===== src/include/mocfg_pkg.sv =====
// Purpose: Shared constants for the hard-wired mask option configuration block.
// Assumes: One core clock tick equals one double-rate oscillator cycle.
// Notes: Option bit positions and the block's own register offsets live here.
// Contract
// - The watchdog times out after 8176 cycles when period select is 1, else 262,128.
// - The undervoltage inhibit circuit is off when its disable option is 1, on when 0.
// - Stop recovery lasts 32 cycles with short wake set and 4096 cycles with it clear.
// - A stop exit caused by the external reset always uses the long recovery delay.
// - With the stop enable option 1 the stop instruction runs, with 0 it is illegal.
// - The watchdog is held inactive when its disable option is 1 and runs when 0.
// - The interrupt pin pull-up is disconnected when its option is 1, connected when 0.
// - A two-bit option picks the undervoltage trip level, decoded by that logic itself.
// - All options are fixed at manufacture and nothing at run time can alter them.
// - Addresses fe08 and fe09 are reserved on ROM parts and flash registers otherwise.
package mocfg_pkg;

    localparam int MOCFG_ADDR_W = 16;
    localparam int MOCFG_DATA_W = 8;

    // Register byte addresses.
    localparam logic [15:0] MOCFG_ADDR_OPT_FIRST = 16'hfe1e;
    localparam logic [15:0] MOCFG_ADDR_OPT_SECOND = 16'hfe1f;
    localparam logic [15:0] MOCFG_ADDR_FLASH_CTRL = 16'hfe08;
    localparam logic [15:0] MOCFG_ADDR_FLASH_PROT = 16'hfe09;
    localparam logic [15:0] MOCFG_ADDR_STATUS = 16'hfe1c;
    localparam logic [15:0] MOCFG_ADDR_SERVICE = 16'hfe1d;

    // Bit positions in mask_option_first.
    localparam int MOCFG_BIT_WDT_DISABLE = 0;
    localparam int MOCFG_BIT_STOP_ENABLE = 1;
    localparam int MOCFG_BIT_SHORT_WAKE = 2;
    localparam int MOCFG_BIT_UV_DISABLE = 3;
    localparam int MOCFG_BIT_WDT_PERIOD = 4;

    // Bit positions in mask_option_second.
    localparam int MOCFG_BIT_TRIP_LO = 0;
    localparam int MOCFG_BIT_TRIP_HI = 1;
    localparam int MOCFG_BIT_PULLUP_OFF = 7;

    // Bit positions in the status register.
    localparam int MOCFG_BIT_ST_STOPPED = 0;
    localparam int MOCFG_BIT_ST_RECOVER = 1;
    localparam int MOCFG_BIT_ST_WDT_RUN = 2;
    localparam int MOCFG_BIT_ST_LONG_USED = 3;

    // Watchdog periods and stop recovery delays, in double-rate oscillator cycles.
    localparam int MOCFG_WDT_SHORT_CYC = 8176;
    localparam int MOCFG_WDT_LONG_CYC = 262128;
    localparam int MOCFG_WAKE_SHORT_CYC = 32;
    localparam int MOCFG_WAKE_LONG_CYC = 4096;
    localparam int MOCFG_WAKE_W = 13;

    localparam logic [7:0] MOCFG_ZERO_BYTE = 8'h00;

    // Stop sequencer states.
    typedef enum logic [2:0] {
        MOCFG_RUN = 3'b001,
        MOCFG_STOPPED = 3'b010,
        MOCFG_RECOVER = 3'b100
    } mocfg_stop_state_type;

endpackage


===== src/core/mocfg_stop_seq.sv =====
// Purpose: Stop mode sequencer with selectable recovery delay.
// Assumes: Each clock edge is one double-rate oscillator cycle.
// Notes: The delay counter is idle outside recovery, as the clocks would be gated.
`timescale 1ns/1ps
`default_nettype none
module mocfg_stop_seq
    import mocfg_pkg::*;
(
    input wire logic core_clk, // Core clock.
    input wire logic reset, // Synchronous reset, active high.
    input wire logic stop_go, // Accepted stop instruction, one-cycle pulse.
    input wire logic wake_irq, // Interrupt wake request, level.
    input wire logic wake_reset_pin, // External reset pin wake request, level.
    input wire logic short_wake_select, // Wired short wake option.
    output logic in_stop, // Clocks stopped.
    output logic in_recover, // Recovery delay running.
    output logic long_used, // Last recovery used the long delay.
    output logic wake_done // Recovery finished, one-cycle pulse.
);

    mocfg_stop_state_type state;
    mocfg_stop_state_type next_state;
    logic [MOCFG_WAKE_W-1:0] count;
    logic [MOCFG_WAKE_W-1:0] next_count;
    logic next_long_used;
    logic next_wake_done;

    ////////////////////////////////////////////////////////////////////////////
    // Next state. The reset pin is checked first so it can never pick the short delay.
    always_comb begin
        next_state = state;
        next_count = count;
        next_long_used = long_used;
        next_wake_done = 1'b0;
        unique case (state)
            MOCFG_RUN: begin
                if (stop_go) begin
                    next_state = MOCFG_STOPPED;
                end
            end
            MOCFG_STOPPED: begin
                if (wake_reset_pin) begin
                    next_state = MOCFG_RECOVER;
                    next_count = MOCFG_WAKE_W'(MOCFG_WAKE_LONG_CYC - 1);
                    next_long_used = 1'b1;
                end else if (wake_irq) begin
                    next_state = MOCFG_RECOVER;
                    if (short_wake_select) begin
                        next_count = MOCFG_WAKE_W'(MOCFG_WAKE_SHORT_CYC - 1);
                        next_long_used = 1'b0;
                    end else begin
                        next_count = MOCFG_WAKE_W'(MOCFG_WAKE_LONG_CYC - 1);
                        next_long_used = 1'b1;
                    end
                end
            end
            MOCFG_RECOVER: begin
                if (count == '0) begin
                    next_state = MOCFG_RUN;
                    next_wake_done = 1'b1;
                end else begin
                    next_count = count - MOCFG_WAKE_W'(1);
                end
            end
        endcase
    end

    // Registers only.
    always_ff @(posedge core_clk) begin
        if (reset) begin
            state <= MOCFG_RUN;
            count <= '0;
            long_used <= 1'b0;
            wake_done <= 1'b0;
        end else begin
            state <= next_state;
            count <= next_count;
            long_used <= next_long_used;
            wake_done <= next_wake_done;
        end
    end

    assign in_stop = (state == MOCFG_STOPPED);
    assign in_recover = (state == MOCFG_RECOVER);

endmodule // mocfg_stop_seq
`default_nettype wire


===== src/core/mocfg_top.sv =====
// Purpose: Mask option registers and the logic they steer.
// Assumes: core_clk is the double-rate oscillator clock; bus inputs are synchronous.
// Notes: Option values are parameters only, so no run-time path can change them.
//
// Our own choices: the register offsets and the plain strobed port.
`timescale 1ns/1ps
`default_nettype none
module mocfg_top
    import mocfg_pkg::*;
#(
    parameter logic [7:0] OPT_FIRST = 8'h00, // Wired value of mask_option_first.
    parameter logic [7:0] OPT_SECOND = 8'h00, // Wired value of mask_option_second.
    parameter bit FLASH_PART = 1'b0, // 1 selects the flash variant decode.
    parameter int WDT_SHORT = MOCFG_WDT_SHORT_CYC, // Short watchdog period.
    parameter int WDT_LONG = MOCFG_WDT_LONG_CYC, // Long watchdog period.
    parameter int WDT_W = 18 // Watchdog counter width.
)(
    input wire logic core_clk, // Core clock, 25 MHz.
    input wire logic reset, // Synchronous reset, active high.
    input wire logic [15:0] addr, // Register address.
    input wire logic [7:0] wdata, // Write data.
    input wire logic wr, // Write strobe.
    input wire logic rd, // Read strobe.
    output logic [7:0] rdata, // Read data, valid the cycle after rd.
    output logic flash_ctrl_sel, // Flash control access select.
    output logic flash_prot_sel, // Flash protect-range access select.
    input wire logic [7:0] flash_rdata, // Read data from the flash registers.
    input wire logic stop_decode, // Core decoded a stop opcode, pulse.
    output logic stop_taken, // Stop instruction accepted, pulse.
    output logic illegal_opcode, // Stop decoded as illegal, pulse.
    input wire logic wake_irq, // Interrupt wake request.
    input wire logic wake_reset_pin, // External reset wake request.
    output logic in_stop, // Device in stop mode.
    output logic in_recover, // Stop recovery running.
    output logic wake_done, // Stop recovery finished, pulse.
    input wire logic watchdog_kick, // Watchdog service from the core, pulse.
    output logic watchdog_active, // Watchdog counting enabled.
    output logic watchdog_reset, // Watchdog timeout, pulse.
    output logic undervoltage_enable, // Undervoltage inhibit circuit enable.
    output logic [1:0] undervoltage_trip_select, // Trip level code.
    output logic ext_int_pullup_en // Interrupt pin pull-up connected.
);

    ////////////////////////////////////////////////////////////////////////////
    // Elaboration checks.
    generate
        if (WDT_SHORT < 1 || WDT_LONG < 1) begin : g_bad_period
            $error("Watchdog periods must be at least one cycle.");
        end
        if (WDT_W < 2 || WDT_W > 31) begin : g_bad_width
            $error("Watchdog counter width out of range.");
        end else if (WDT_LONG > (1 << WDT_W) || WDT_SHORT > (1 << WDT_W)) begin : g_bad_fit
            $error("Watchdog period does not fit the counter.");
        end
    endgenerate

    ////////////////////////////////////////////////////////////////////////////
    // Option decode. These are constants; no flop or bus path reaches them.
    logic opt_wdt_disable;
    logic opt_stop_enable;
    logic opt_short_wake;
    logic opt_uv_disable;
    logic opt_wdt_period;
    logic opt_pullup_off;

    assign opt_wdt_disable = OPT_FIRST[MOCFG_BIT_WDT_DISABLE];
    assign opt_stop_enable = OPT_FIRST[MOCFG_BIT_STOP_ENABLE];
    assign opt_short_wake = OPT_FIRST[MOCFG_BIT_SHORT_WAKE];
    assign opt_uv_disable = OPT_FIRST[MOCFG_BIT_UV_DISABLE];
    assign opt_wdt_period = OPT_FIRST[MOCFG_BIT_WDT_PERIOD];
    assign opt_pullup_off = OPT_SECOND[MOCFG_BIT_PULLUP_OFF];

    // Static option outputs, also constants.
    assign undervoltage_enable = ~opt_uv_disable;
    assign undervoltage_trip_select = {OPT_SECOND[MOCFG_BIT_TRIP_HI],
                                       OPT_SECOND[MOCFG_BIT_TRIP_LO]};
    assign ext_int_pullup_en = ~opt_pullup_off;
    assign watchdog_active = ~opt_wdt_disable;

    ////////////////////////////////////////////////////////////////////////////
    // Stop instruction gate. A disabled stop never reaches the sequencer.
    logic next_stop_taken;
    logic next_illegal_opcode;

    always_comb begin
        next_stop_taken = 1'b0;
        next_illegal_opcode = 1'b0;
        if (stop_decode && !in_stop && !in_recover) begin
            if (opt_stop_enable) begin
                next_stop_taken = 1'b1;
            end else begin
                next_illegal_opcode = 1'b1;
            end
        end
    end

    always_ff @(posedge core_clk) begin
        if (reset) begin
            stop_taken <= 1'b0;
            illegal_opcode <= 1'b0;
        end else begin
            stop_taken <= next_stop_taken;
            illegal_opcode <= next_illegal_opcode;
        end
    end

    // Short wake is only safe with a clock that needs no start-up time.
    logic long_used;

    mocfg_stop_seq u_stop_seq (
        .core_clk(core_clk),
        .reset(reset),
        .stop_go(stop_taken),
        .wake_irq(wake_irq),
        .wake_reset_pin(wake_reset_pin),
        .short_wake_select(opt_short_wake),
        .in_stop(in_stop),
        .in_recover(in_recover),
        .long_used(long_used),
        .wake_done(wake_done)
    );

    ////////////////////////////////////////////////////////////////////////////
    // Watchdog counter. It is frozen while the clocks are stopped or recovering.
    logic [WDT_W-1:0] wdt_count;
    logic [WDT_W-1:0] next_wdt_count;
    logic [WDT_W-1:0] wdt_last;
    logic next_watchdog_reset;
    logic service_hit;

    assign service_hit = wr && (addr == MOCFG_ADDR_SERVICE);
    assign wdt_last = opt_wdt_period ? WDT_W'(WDT_SHORT - 1)
                                     : WDT_W'(WDT_LONG - 1);

    always_comb begin
        next_wdt_count = wdt_count;
        next_watchdog_reset = 1'b0;
        if (opt_wdt_disable) begin
            next_wdt_count = '0;
        end else if (watchdog_kick || service_hit) begin
            next_wdt_count = '0;
        end else if (!in_stop && !in_recover) begin
            if (wdt_count == wdt_last) begin
                next_wdt_count = '0;
                next_watchdog_reset = 1'b1;
            end else begin
                next_wdt_count = wdt_count + WDT_W'(1);
            end
        end
    end

    always_ff @(posedge core_clk) begin
        if (reset) begin
            wdt_count <= '0;
            watchdog_reset <= 1'b0;
        end else begin
            wdt_count <= next_wdt_count;
            watchdog_reset <= next_watchdog_reset;
        end
    end

    ////////////////////////////////////////////////////////////////////////////
    // Flash register forwarding. On ROM parts the two addresses stay dead.
    logic flash_ctrl_hit;
    logic flash_prot_hit;

    assign flash_ctrl_hit = FLASH_PART && (addr == MOCFG_ADDR_FLASH_CTRL);
    assign flash_prot_hit = FLASH_PART && (addr == MOCFG_ADDR_FLASH_PROT);
    assign flash_ctrl_sel = flash_ctrl_hit && (wr || rd);
    assign flash_prot_sel = flash_prot_hit && (wr || rd);

    ////////////////////////////////////////////////////////////////////////////
    // Read path. Writes to the option registers fall through untouched, since
    // their contents are parameters and nothing here stores them.
    logic [7:0] status_byte;
    logic [7:0] next_rdata;

    always_comb begin
        status_byte = MOCFG_ZERO_BYTE;
        status_byte[MOCFG_BIT_ST_STOPPED] = in_stop;
        status_byte[MOCFG_BIT_ST_RECOVER] = in_recover;
        status_byte[MOCFG_BIT_ST_WDT_RUN] = watchdog_active;
        status_byte[MOCFG_BIT_ST_LONG_USED] = long_used;
    end

    always_comb begin
        next_rdata = MOCFG_ZERO_BYTE;
        if (rd) begin
            if (addr == MOCFG_ADDR_OPT_FIRST) begin
                next_rdata = OPT_FIRST;
            end else if (addr == MOCFG_ADDR_OPT_SECOND) begin
                next_rdata = OPT_SECOND;
            end else if (addr == MOCFG_ADDR_STATUS) begin
                next_rdata = status_byte;
            end else if (flash_ctrl_hit || flash_prot_hit) begin
                next_rdata = flash_rdata;
            end
        end
    end

    // Reserved and unmapped addresses read zero; data stands for one cycle.
    always_ff @(posedge core_clk) begin
        if (reset) begin
            rdata <= MOCFG_ZERO_BYTE;
        end else begin
            rdata <= next_rdata;
        end
    end

endmodule // mocfg_top
`default_nettype wire


===== config.mk =====
export PLATFORM = sky130hd
export DESIGN_NAME = mocfg_top
export DESIGN_NICKNAME = d
export VERILOG_FILES = /design/src/include/mocfg_pkg.sv /design/src/core/mocfg_stop_seq.sv /design/src/core/mocfg_top.sv
export SDC_FILE = /design/constraint.sdc
export NUM_CORES = 1
export LEC_CHECK = 0
export CAP_MARGIN = 20
export CORE_ASPECT_RATIO = 1.1
export CORE_MARGIN = 8
export CORE_UTILIZATION = 63
export DETAILED_ROUTE_END_ITERATION = 10
export DONT_BUFFER_PORTS = 1
export GPL_TIMING_DRIVEN = 0
export PLACE_DENSITY = 0.79
export SLEW_MARGIN = 0
export SYNTH_ARGS = -nofsm -noshare
export SYNTH_HDL_FRONTEND = slang
export SYNTH_HIERARCHICAL = 1
export SYNTH_SLANG_ARGS = --single-unit

===== constraint.sdc =====
create_clock -name core_clk -period 3.24 [get_ports core_clk]
set_input_delay 0.162 -clock core_clk [delete_from_list [all_inputs] [get_ports core_clk]]
set_output_delay 0.162 -clock core_clk [all_outputs]
set_load 0.02 [all_outputs]

==> results of run 1 <==
through the flow:
| step | hold WS (ns) | util, % | cell area, um2 | setup slack, ns |
|---|---|---|---|---|
| after global placement | 0.233 | 68.2 | 2450 | 0.107 |
| final | 0.0212 | 71.0 | 2550 | 0.293 |
| after CTS | 0.00766 | 70.9 | 2550 | 0.0887 |
| after floorplan | 0.231 | - | 2390 | 0.669 |
| after detailed placement | 0.237 | 68.2 | 2450 | 0.0934 |
| after global routing | 0.0244 | 71.0 | 2550 | 0.0982 |
synthesized netlist by cell type (3+ instances only):
cell	number
o21ai_0	4
o31ai_1	7
or4_1	3
inv_1	15
buf_4	13
nor3b_1	3
nor4_1	8
nand2_1	6
ha_1	3
a211oi_1	13
nand3_1	6
and2_1	4
nor3_1	17
nor2_1	14
dfxtp_1	42
xor2_1	5
clkbuf_1	3
a32oi_1	5
nand4_1	12
buf_2	3
or3b_2	3
o211ai_1	3
or3_1	4
or4_4	3
xnor2_1	7
power breakdown:
part	total (mW)	internal, mW	switching, mW
Combinational	0.237	0.0976	0.140
Clock	0.318	0.148	0.170
Sequential	0.559	0.538	0.0218
Total	1.11	0.784	0.331
sequential cells by signal, indices dropped and copies added, names as in the netlist:
register	count
wdt_count	18
u_stop_seq/state	3
u_stop_seq/count	13
illegal_opcode	1
rdata	4
u_stop_seq/long_used	1
watchdog_reset	1
u_stop_seq/wake_done	1
worst min path at each step:
stage	start	to	slack (ns)	cells past startpoint
2_1_floorplan	reset	u_stop_seq/count[7]	0.23	1
3_3_place_gp	reset	u_stop_seq/count[7]	0.23	1
3_5_place_dp	reset	u_stop_seq/count[7]	0.24	1
4_1_cts	stop_decode	illegal_opcode	0.008	1
5_1_grt	stop_decode	illegal_opcode	0.02	1
6_report	stop_decode	illegal_opcode	0.02	1
layout make-up:
cell class | instances | area (um2) | area share, %
Inverter | 16 | 63.8 | 2.50
Buffer | 22 | 151 | 5.93
Clock buffer | 7 | 76.3 | 2.99
Multi-Input combinational cell | 188 | 1340 | 52.4
Sequential cell | 42 | 841 | 32.9
Tap cell | 50 | 62.6 | 2.45
Timing Repair Buffer | 2 | 20.0 | 0.784
kinds of logic (layout without fill, tap and decap cells):
kind of cell,after synthesis,in the layout,synth area share [%]
AOI/OAI and AO/OA,49,49,17.2
xor gates and xnor gates,12,12,4.48
adders and majority gates,3,3,1.60
buffers and inverters,38,47,9.01
DFF,42,42,35.8
muxes,2,2,0.906
other,2,14,0.320
and+or+nand+nor,108,108,30.7
worst max-delay path, delay by kind of cell, from the launching register on:
kind / cells / cell delay (ns)
simple gates: 5 / 1.63
buf+inv: 3 / 0.88
flops: 1 / 0.31
layer usage:
metal | track usage (%) | up-vias | routed length, um
met3 | 4.52 | 9 | 202
met2 | 34.2 | 38 | 2930
met5 | 0 | - | 0
li1 | - | 995 | -
met4 | 8.60 | 0 | 93
met1 | 19.3 | 914 | 2060
timing repair:
item	CTS	global route
endpoints found under the hold margin	5	0
gates resized for setup	0	1
setup endpoints to repair	0	10
hold buffers	2	0
buffers inserted	0	0
==> metrics.txt, run 1 <==
RSZ-0062 raised after global routing no; max-slew violations 0; layout cells sized above 1 18.1%; Pwr Total 1.11 mW; Setup Total Neg Slack 0 ns; Core Area approximately 3600 um2; mapped cell area 2350 um2; port bufs 0; WL final 5290 um; r2r setup slk 0.29 ns; die width between 70 and 80 um; CP peak stage delay 0.58 ns; initial DRC count 133; Tmin final 2.95 ns; worst r2r src u_stop_seq/state[0]; critical-path cell list clkbuf_2 > or3b_2 > clkinvlp_4 > nor3b_1 > nand3_1 > nor4_4 > buf_2 > nor3_1; final worst-path cycle share approximately nine tenths; Leakage 0.905 nW; DR vias 1956; most frequent cells in the layout 42 x dfxtp_1, 17 x nor3_1, 15 x inv_1, 14 x nor2_1, 14 x conb_1; Arr. time, crit path 3.12 ns; largest area contributor in the netlist dfxtp_1; Synth async-reset ratio 0%; Final Skew slightly above 0.008 ns; HP Class primary input to flop; largest net degree at the start of global routing 15; WS Path Type flop to flop; die height 80.0 um; Distinct cells, synth 63; Worst Tran Pin Value 0.958 ns; vias per cell 5.98; P per Cell Area 436 nW/um2; n_diodes 0; Hold Fails Final Rpt 0; Placer Congestion approximately 0.82; initial antenna violation count 0; Max Clock Freq ~0.34 GHz; total track usage 18.7%; DRT antenna net count 0; grt ovf 0; relative slew slack 35.6%; NumNets Final 320; CTS buffer count 5; sequential area share after synthesis 35.8%; cells after synthesis 256; post-synth top area share 35.8%; # H-tree levels 2; CP endpoint wdt_count[0]; clk_lat worst skew 0.30 ns; number of synthesized flops with an enable pin 0; number of synthesized register bits 42; total of max-cap violations 0; Num Clock Sinks 42; crit path from u_stop_seq/state[0]; Initial Util about two thirds; CTS root buf clkbuf_8; IO Count 61; final non-filler cell total between 300 and 400; row count 23; Area Growth Syn to Fin 8.85%; Primary FF master, synth dfxtp_1; Clock Tree Buf Depth 2; Max rail drop VDD 0.000354 V; Detail Placement HPWL 3880 um; Critical-path top delay cell nor4_4; DRC viols 0; CTS tree done; Area contributors post-synth dfxtp_1 36%, a211oi_1 4.2%, buf_4 4.2%; leading cell type in the layout, fill and taps excluded dfxtp_1; Cells after DPL 318; vias in the first global route between 1500 and 2000; mean post-synth cell area 9.17 um2; R2R cell count 8; Synth warnings 6; Die ar. 5940 um2; Pre-antenna DRT Iters 4; Startpoint Class flop; Setup Viol. Count Final 0; drt wl/cell between 15 and 20 um; Critical R2R Capture wdt_count[0]; CP required ~3.4 ns; Clk pin slew, worst setup/hold paths 0.08 ns; number of fillers in the final layout 301; first-pass GRT wire length 8670 um; worst-path maximum fanout 14; status completed; endpoint class of the critical path flop
(Power assumes the default switching activity.)
==> run 2, diff against run 1 <==
CORE_UTILIZATION = 62   (was 63)
PLACE_DENSITY = 0.8   (was 0.79)
SYNTH_HIERARCHICAL = unset   (was 1)
clock period = 3.3 ns   (was 3.24 ns; I/O delays follow)
==> run 2 against run 1 <==
Total power fell by 30%. Die area fell by 13%. Highest routed layer unchanged. Synthesized area fell by 18%. Worst hold slack improved by 0.029 ns. Utilization fell by 1.0 points. Via count fell by 15%. Largest cell class unchanged. First-iteration DRC count rose by 9.8%. Non-clock buffer count rose by 5. Clock skew fell by 0.0013 ns. Maximum frequency rose by 32%.
==> metrics.txt, run 2 <==
status completed; HP Class primary input to flop; multi-input combinational cell area approximately 1000 um2; worst-path maximum fanout 10; WL final 4220 um; NumNets Final 281; post-synth top area share 39.5%; layout cells sized above 1 13.8%; Clock Tree Buf Depth 2; CTS root buf clkbuf_4; max-slew violations 0; Setup Total Neg Slack 0 ns; number of synthesized register bits 38; row count 21; Clk pin slew, worst setup/hold paths between 0.1 and 0.15 ns; relative slew slack 44.7%; final worst-path cycle share slightly below 70%; critical-path cell list and4_1 > nand3_1 > nor4_2 > buf_2 > nor3_1; CP peak stage delay 0.80 ns; Arr. time, crit path between 2 and 2.5 ns; CTS tree done; Num Clock Sinks 38; Largest register FFs 18; Area contributors post-synth dfxtp_1 40%, buf_4 6.2%, or4_1 4.3%; clk_lat worst skew 0.34 ns; mapped cell area 1930 um2; dpl ws 1.10 ns; Adder-Cell Fraction of Synth Area 1.95%; drt wl/cell around 15 um; IO Count 61; number of synthesized flops with an enable pin 0; vias in the first global route between 1500 and 2000; most common cell in the synthesized netlist dfxtp_1; first-pass GRT wire length a little over 7000 um; Startpoint Class flop; Max rail drop VDD 0.000279 V; Critical-path top delay cell nor4_2; Pre-antenna DRT Iters 4; Tmin final ~2.2 ns; P per Cell Area ~370 nW/um2; die width 69.1 um; Final Skew just under 0.007 ns; Pwr Total 0.780 mW; most frequent cells in the layout 38 x dfxtp_1, 16 x buf_4, 15 x conb_1, 11 x or4_1, 11 x nor3_1; port bufs 0; Area Growth Syn to Fin 8.90%; largest area contributor in the netlist dfxtp_1; Primary FF master, synth dfxtp_1; Placer Congestion 0.836; DRT antenna net count 0; total of max-cap violations 0; RSZ-0062 raised after global routing no; initial antenna violation count 0; total track usage 16.4%; Distinct cells, synth 42; # H-tree levels 2; Synth warnings 0; Max Clock Freq about 0.45 GHz; Largest Register wdt_count; XOR/XNOR share of the synthesized area ~5.9%; fin area 2100 um2; WS Path Type flop to flop; complex-gate fraction of the synthesized area 13.2%; DR vias 1654; die height 74.5 um; Die ar. 5150 um2; CTS buffer count 5; Core Area between 2000 and 3000 um2; number of fillers in the final layout between 200 and 300; post-synthesis mux area share 1.62%; main combinational cell family by area after synthesis simple AND/OR/NAND/NOR gates; post-synthesis simple-gate area fraction 27.4%; final core utilization between 70% and 80%; largest registers wdt_count: 18 flops, u_stop_seq.count: 13 flops; endpoint class of the critical path flop; Synth async-reset ratio 0%; n_diodes 0; vias per cell 6.06; CP required roughly 3.5 ns; leading cell type in the layout, fill and taps excluded dfxtp_1; Leakage 0.746 nW; Initial Util 64.3%; Post-synth top cells 38 x dfxtp_1, 16 x buf_4, 11 x nor3_1, 11 x or4_1, 10 x a211oi_1; setup ws final ~1.1 ns; cells after synthesis 216; Hold Fails Final Rpt 0; Detail Placement HPWL 3200 um; largest net degree at the start of global routing 12; grt ovf 0; DRC viols 0; initial DRC count 146; Setup Viol. Count Final 0; r2r setup slk 1.07 ns; mean post-synth cell area roughly 9 um2; sequential area share after synthesis around 40%; Area after DPL 2020 um2; Worst Tran Pin Value 0.822 ns; Register Area 761 um2
## run 2: area by class of cell
class,instances,area share (%)
multi-input combinational,156,48.6
sequential,38,36.3
buffer,27,7.82
clock buffer,7,2.63
tap,34,2.03
inverter,8,1.43
timing repair buffer,2,0.955
clock inverter,1,0.239
## run 2: through the flow
step | hold WS, ns | std cells
finish | 0.0500 | 273
global route | 0.0582 | 273
CTS | 0.0489 | 273
detailed placement | 0.344 | 263
global placement | 0.333 | 263
floorplan | 0.318 | 229
## run 2: worst paths after layout
path / startpoint / depth (start not counted) / endpoint
max: wdt_count[6] / 5 / wdt_count[0]
max reg2reg: wdt_count[6] / 5 / wdt_count[0]
min reg2reg: wdt_count[17] / 2 / wdt_count[17]
min: addr[0] / 2 / rdata[2]
## run 2: kinds of logic after synthesis
group / after synthesis
DFF: 38
other: 2
buffers and inverters: 35
AOI/OAI and AO/OA: 36
and+or+nand+nor: 86
muxes: 3
xor gates and xnor gates: 13
adders and majority gates: 3
## run 2: timing repair
item / in CTS / in global routing
resized for setup: 0 / 0
buffers inserted: 0 / 0
hold endpoints to repair: 2 / 0
hold buffers: 2 / 0
## run 2: report_power, final
group / total (mW) / switching, mW / internal (mW)
Sequential: 0.468 / 0.00499 / 0.463
Combinational: 0.0574 / 0.0340 / 0.0234
Clock: 0.254 / 0.151 / 0.103
## run 2: critical path, delay by kind of cell, from the launching register on
kind,cells,cell delay [ns]
and+or+nand+nor,4,1.32
DFF,1,0.43
buffers and inverters,1,0.35
## run 2: metal layers
layer | wire [um] | part of all wire, % | vias up | global-route usage (%)
li1 | - | - | 814 | -
met1 | 1650 | 39 | 796 | 16.3
met2 | 2270 | 54 | 37 | 30.5
met3 | 229 | 5.4 | 7 | 5.60
met4 | 72 | 1.7 | 0 | 7.74
met5 | 0 | 0 | - | 0
==> run 3, diff against run 2 <==
clock period = 2.3 ns   (was 3.3 ns; I/O delays follow)
==> run 3 against run 2 <==
Sequential cell count is the same. Cell area grew 0.90%. Global-route usage grew 0.084 points. Clock power grew 43%. Sequential power grew 44%. Clock skew shrank 0.0016 ns. Routed wire length is essentially flat. First-iteration DRC count shrank 1.4%. Critical path depth is the same. Die area is the same. Register-to-register slack lost 0.83 ns. Cell count grew 0.37%. Largest cell class unchanged. Largest power group unchanged. Highest routed layer unchanged.
==> metrics.txt, run 3 (same netlist as run 2, synthesis figures left out) <==
Post-CTS Setup Inserts 0; Worst Tran Pin Value 0.697 ns; layout cells sized above 1 between 10% and 20%; endpoint class of the critical path flop; Detail Placement HPWL approximately 3200 um; Leakage 0.769 nW; Max rail drop VDD 0.000400 V; max-slew violations 0; Clk pin slew, worst setup/hold paths 0.11 ns; IO Count 61; Setup Total Neg Slack 0 ns; total track usage 16.5%; switching part of the total 24.2%; Critical-path top delay cell or4_1; Internal 0.847 mW; Core Area 3000 um2; Setup Viol. Count Final 0; Largest register FFs 18; r2r setup slk roughly 0.25 ns; # H-tree levels 2; CTS root buf clkbuf_4; die width ~70 um; Pre-antenna DRT Iters 5; leading cell type in the layout, fill and taps excluded dfxtp_1; initial antenna violation count 0; worst-path maximum fanout 10; Initial Util ~64%; CTS tree done; DRT antenna net count 0; largest net degree at the start of global routing 12; Largest Register wdt_count; largest registers wdt_count: 18 flops, u_stop_seq.count: 13 flops; vias per cell 6.03; first-pass GRT wire length 7130 um; Switch Pwr 0.270 mW; final worst-path cycle share 89.2%; CTS buffer count 5; drt wl/cell about 15 um; CP peak stage delay about 0.53 ns; total of max-cap violations 0; Placer Congestion 0.836; Startpoint Class flop; DRC viols 0; die height 74.5 um; WS Path Type flop to flop; fin area 2120 um2; Area Growth Syn to Fin 9.88%; Num Clock Sinks 38; status completed; vias in the first global route 1667; Final Skew approximately 0.0053 ns; row count 21; Die ar. 5150 um2; Clock power frac 32.4%; Tmin final around 2.1 ns; Comb power frac 7.4%; CP required 2.56 ns; grt ovf 0; RSZ-0062 raised after global routing no; Clock Tree Buf Depth 2; Max Clock Freq between 0.4 and 0.5 GHz; port bufs 0; Area after DPL ~2000 um2; most frequent cells in the layout 38 x dfxtp_1, 16 x buf_4, 15 x conb_1, 11 x or4_1, 11 x nor3_1; initial DRC count 144; Hold Fails Final Rpt 0; DR vias 1651; sequential share of power 60.2%; critical-path cell list and4_1 > nand3_1 > clkbuf_1 > or4_1 > a211oi_1; Arr. time, crit path 2.31 ns; NumNets Final 282; WL final 4220 um; HP Class primary input to flop; Pwr Total 1.12 mW; relative slew slack 53.5%; P per Cell Area 528 nW/um2; n_diodes 0; clk_lat worst skew 0.34 ns
## run 3: stage by stage
stage	hold WS [ns]	instances	worst slack, ns	utilization (%)
finish	0.161	274	0.247	70.6
global route	0.169	274	0.114	70.6
CTS	0.153	274	0.0879	70.3
detailed placement	0.294	263	0.0971	67.3
global placement	0.283	263	0.124	67.3
floorplan	0.268	229	0.486	-
## run 3: worst max-delay path: cells and delay by family (launching register included)
| family | cells | cell delay [ns] |
|---|---|---|
| DFF | 1 | 0.43 |
| and+or+nand+nor | 3 | 0.99 |
| buffers and inverters | 1 | 0.28 |
| AOI/OAI and AO/OA | 1 | 0.26 |
## run 3: path summary, 6_finish.rpt
kind                                    start       endpoint  depth (start not counted)
worst max register to register   wdt_count[6]  wdt_count[17]                          5
worst max-delay path             wdt_count[6]  wdt_count[17]                          5
worst min register to register  wdt_count[17]  wdt_count[17]                          2
worst min-delay path                  addr[0]       rdata[1]                          3
## run 3: layer usage
metal  GRT usage (%)  routed length [um]  part of all wire (%)
met1            16.4                1680                    40
met2            30.7                2270                    54
met3            5.60                 195                   4.6
met4            7.74                  72                   1.7
met5               0                   0                     0
## run 3: power groups by stage
stage	sequential (mW)	combinational [mW]	clock, mW
floorplan	0.686	0.0696	0
global placement	0.687	0.0756	0
detailed placement	0.687	0.0767	0
CTS	0.672	0.0799	0.365
global route	0.673	0.0903	0.389
finish	0.672	0.0824	0.362
## run 3: repair_timing
| item | CTS | global route |
|---|---|---|
| endpoints found under the setup margin | 0 | 10 |
| gates resized for setup | 0 | 1 |
| endpoints found under the hold margin | 2 | 0 |
| hold buffers | 3 | 0 |
## run 3: cell type report
type / count / area [um2]
Sequential cell: 38 / 761
Clock inverter: 1 / 5.00
Buffer: 27 / 164
Multi-Input combinational cell: 156 / 1030
Timing Repair Buffer: 3 / 30.0
Clock buffer: 7 / 55.1
Inverter: 8 / 30.0
Tap cell: 34 / 42.5
Fill cell: 249 / 880
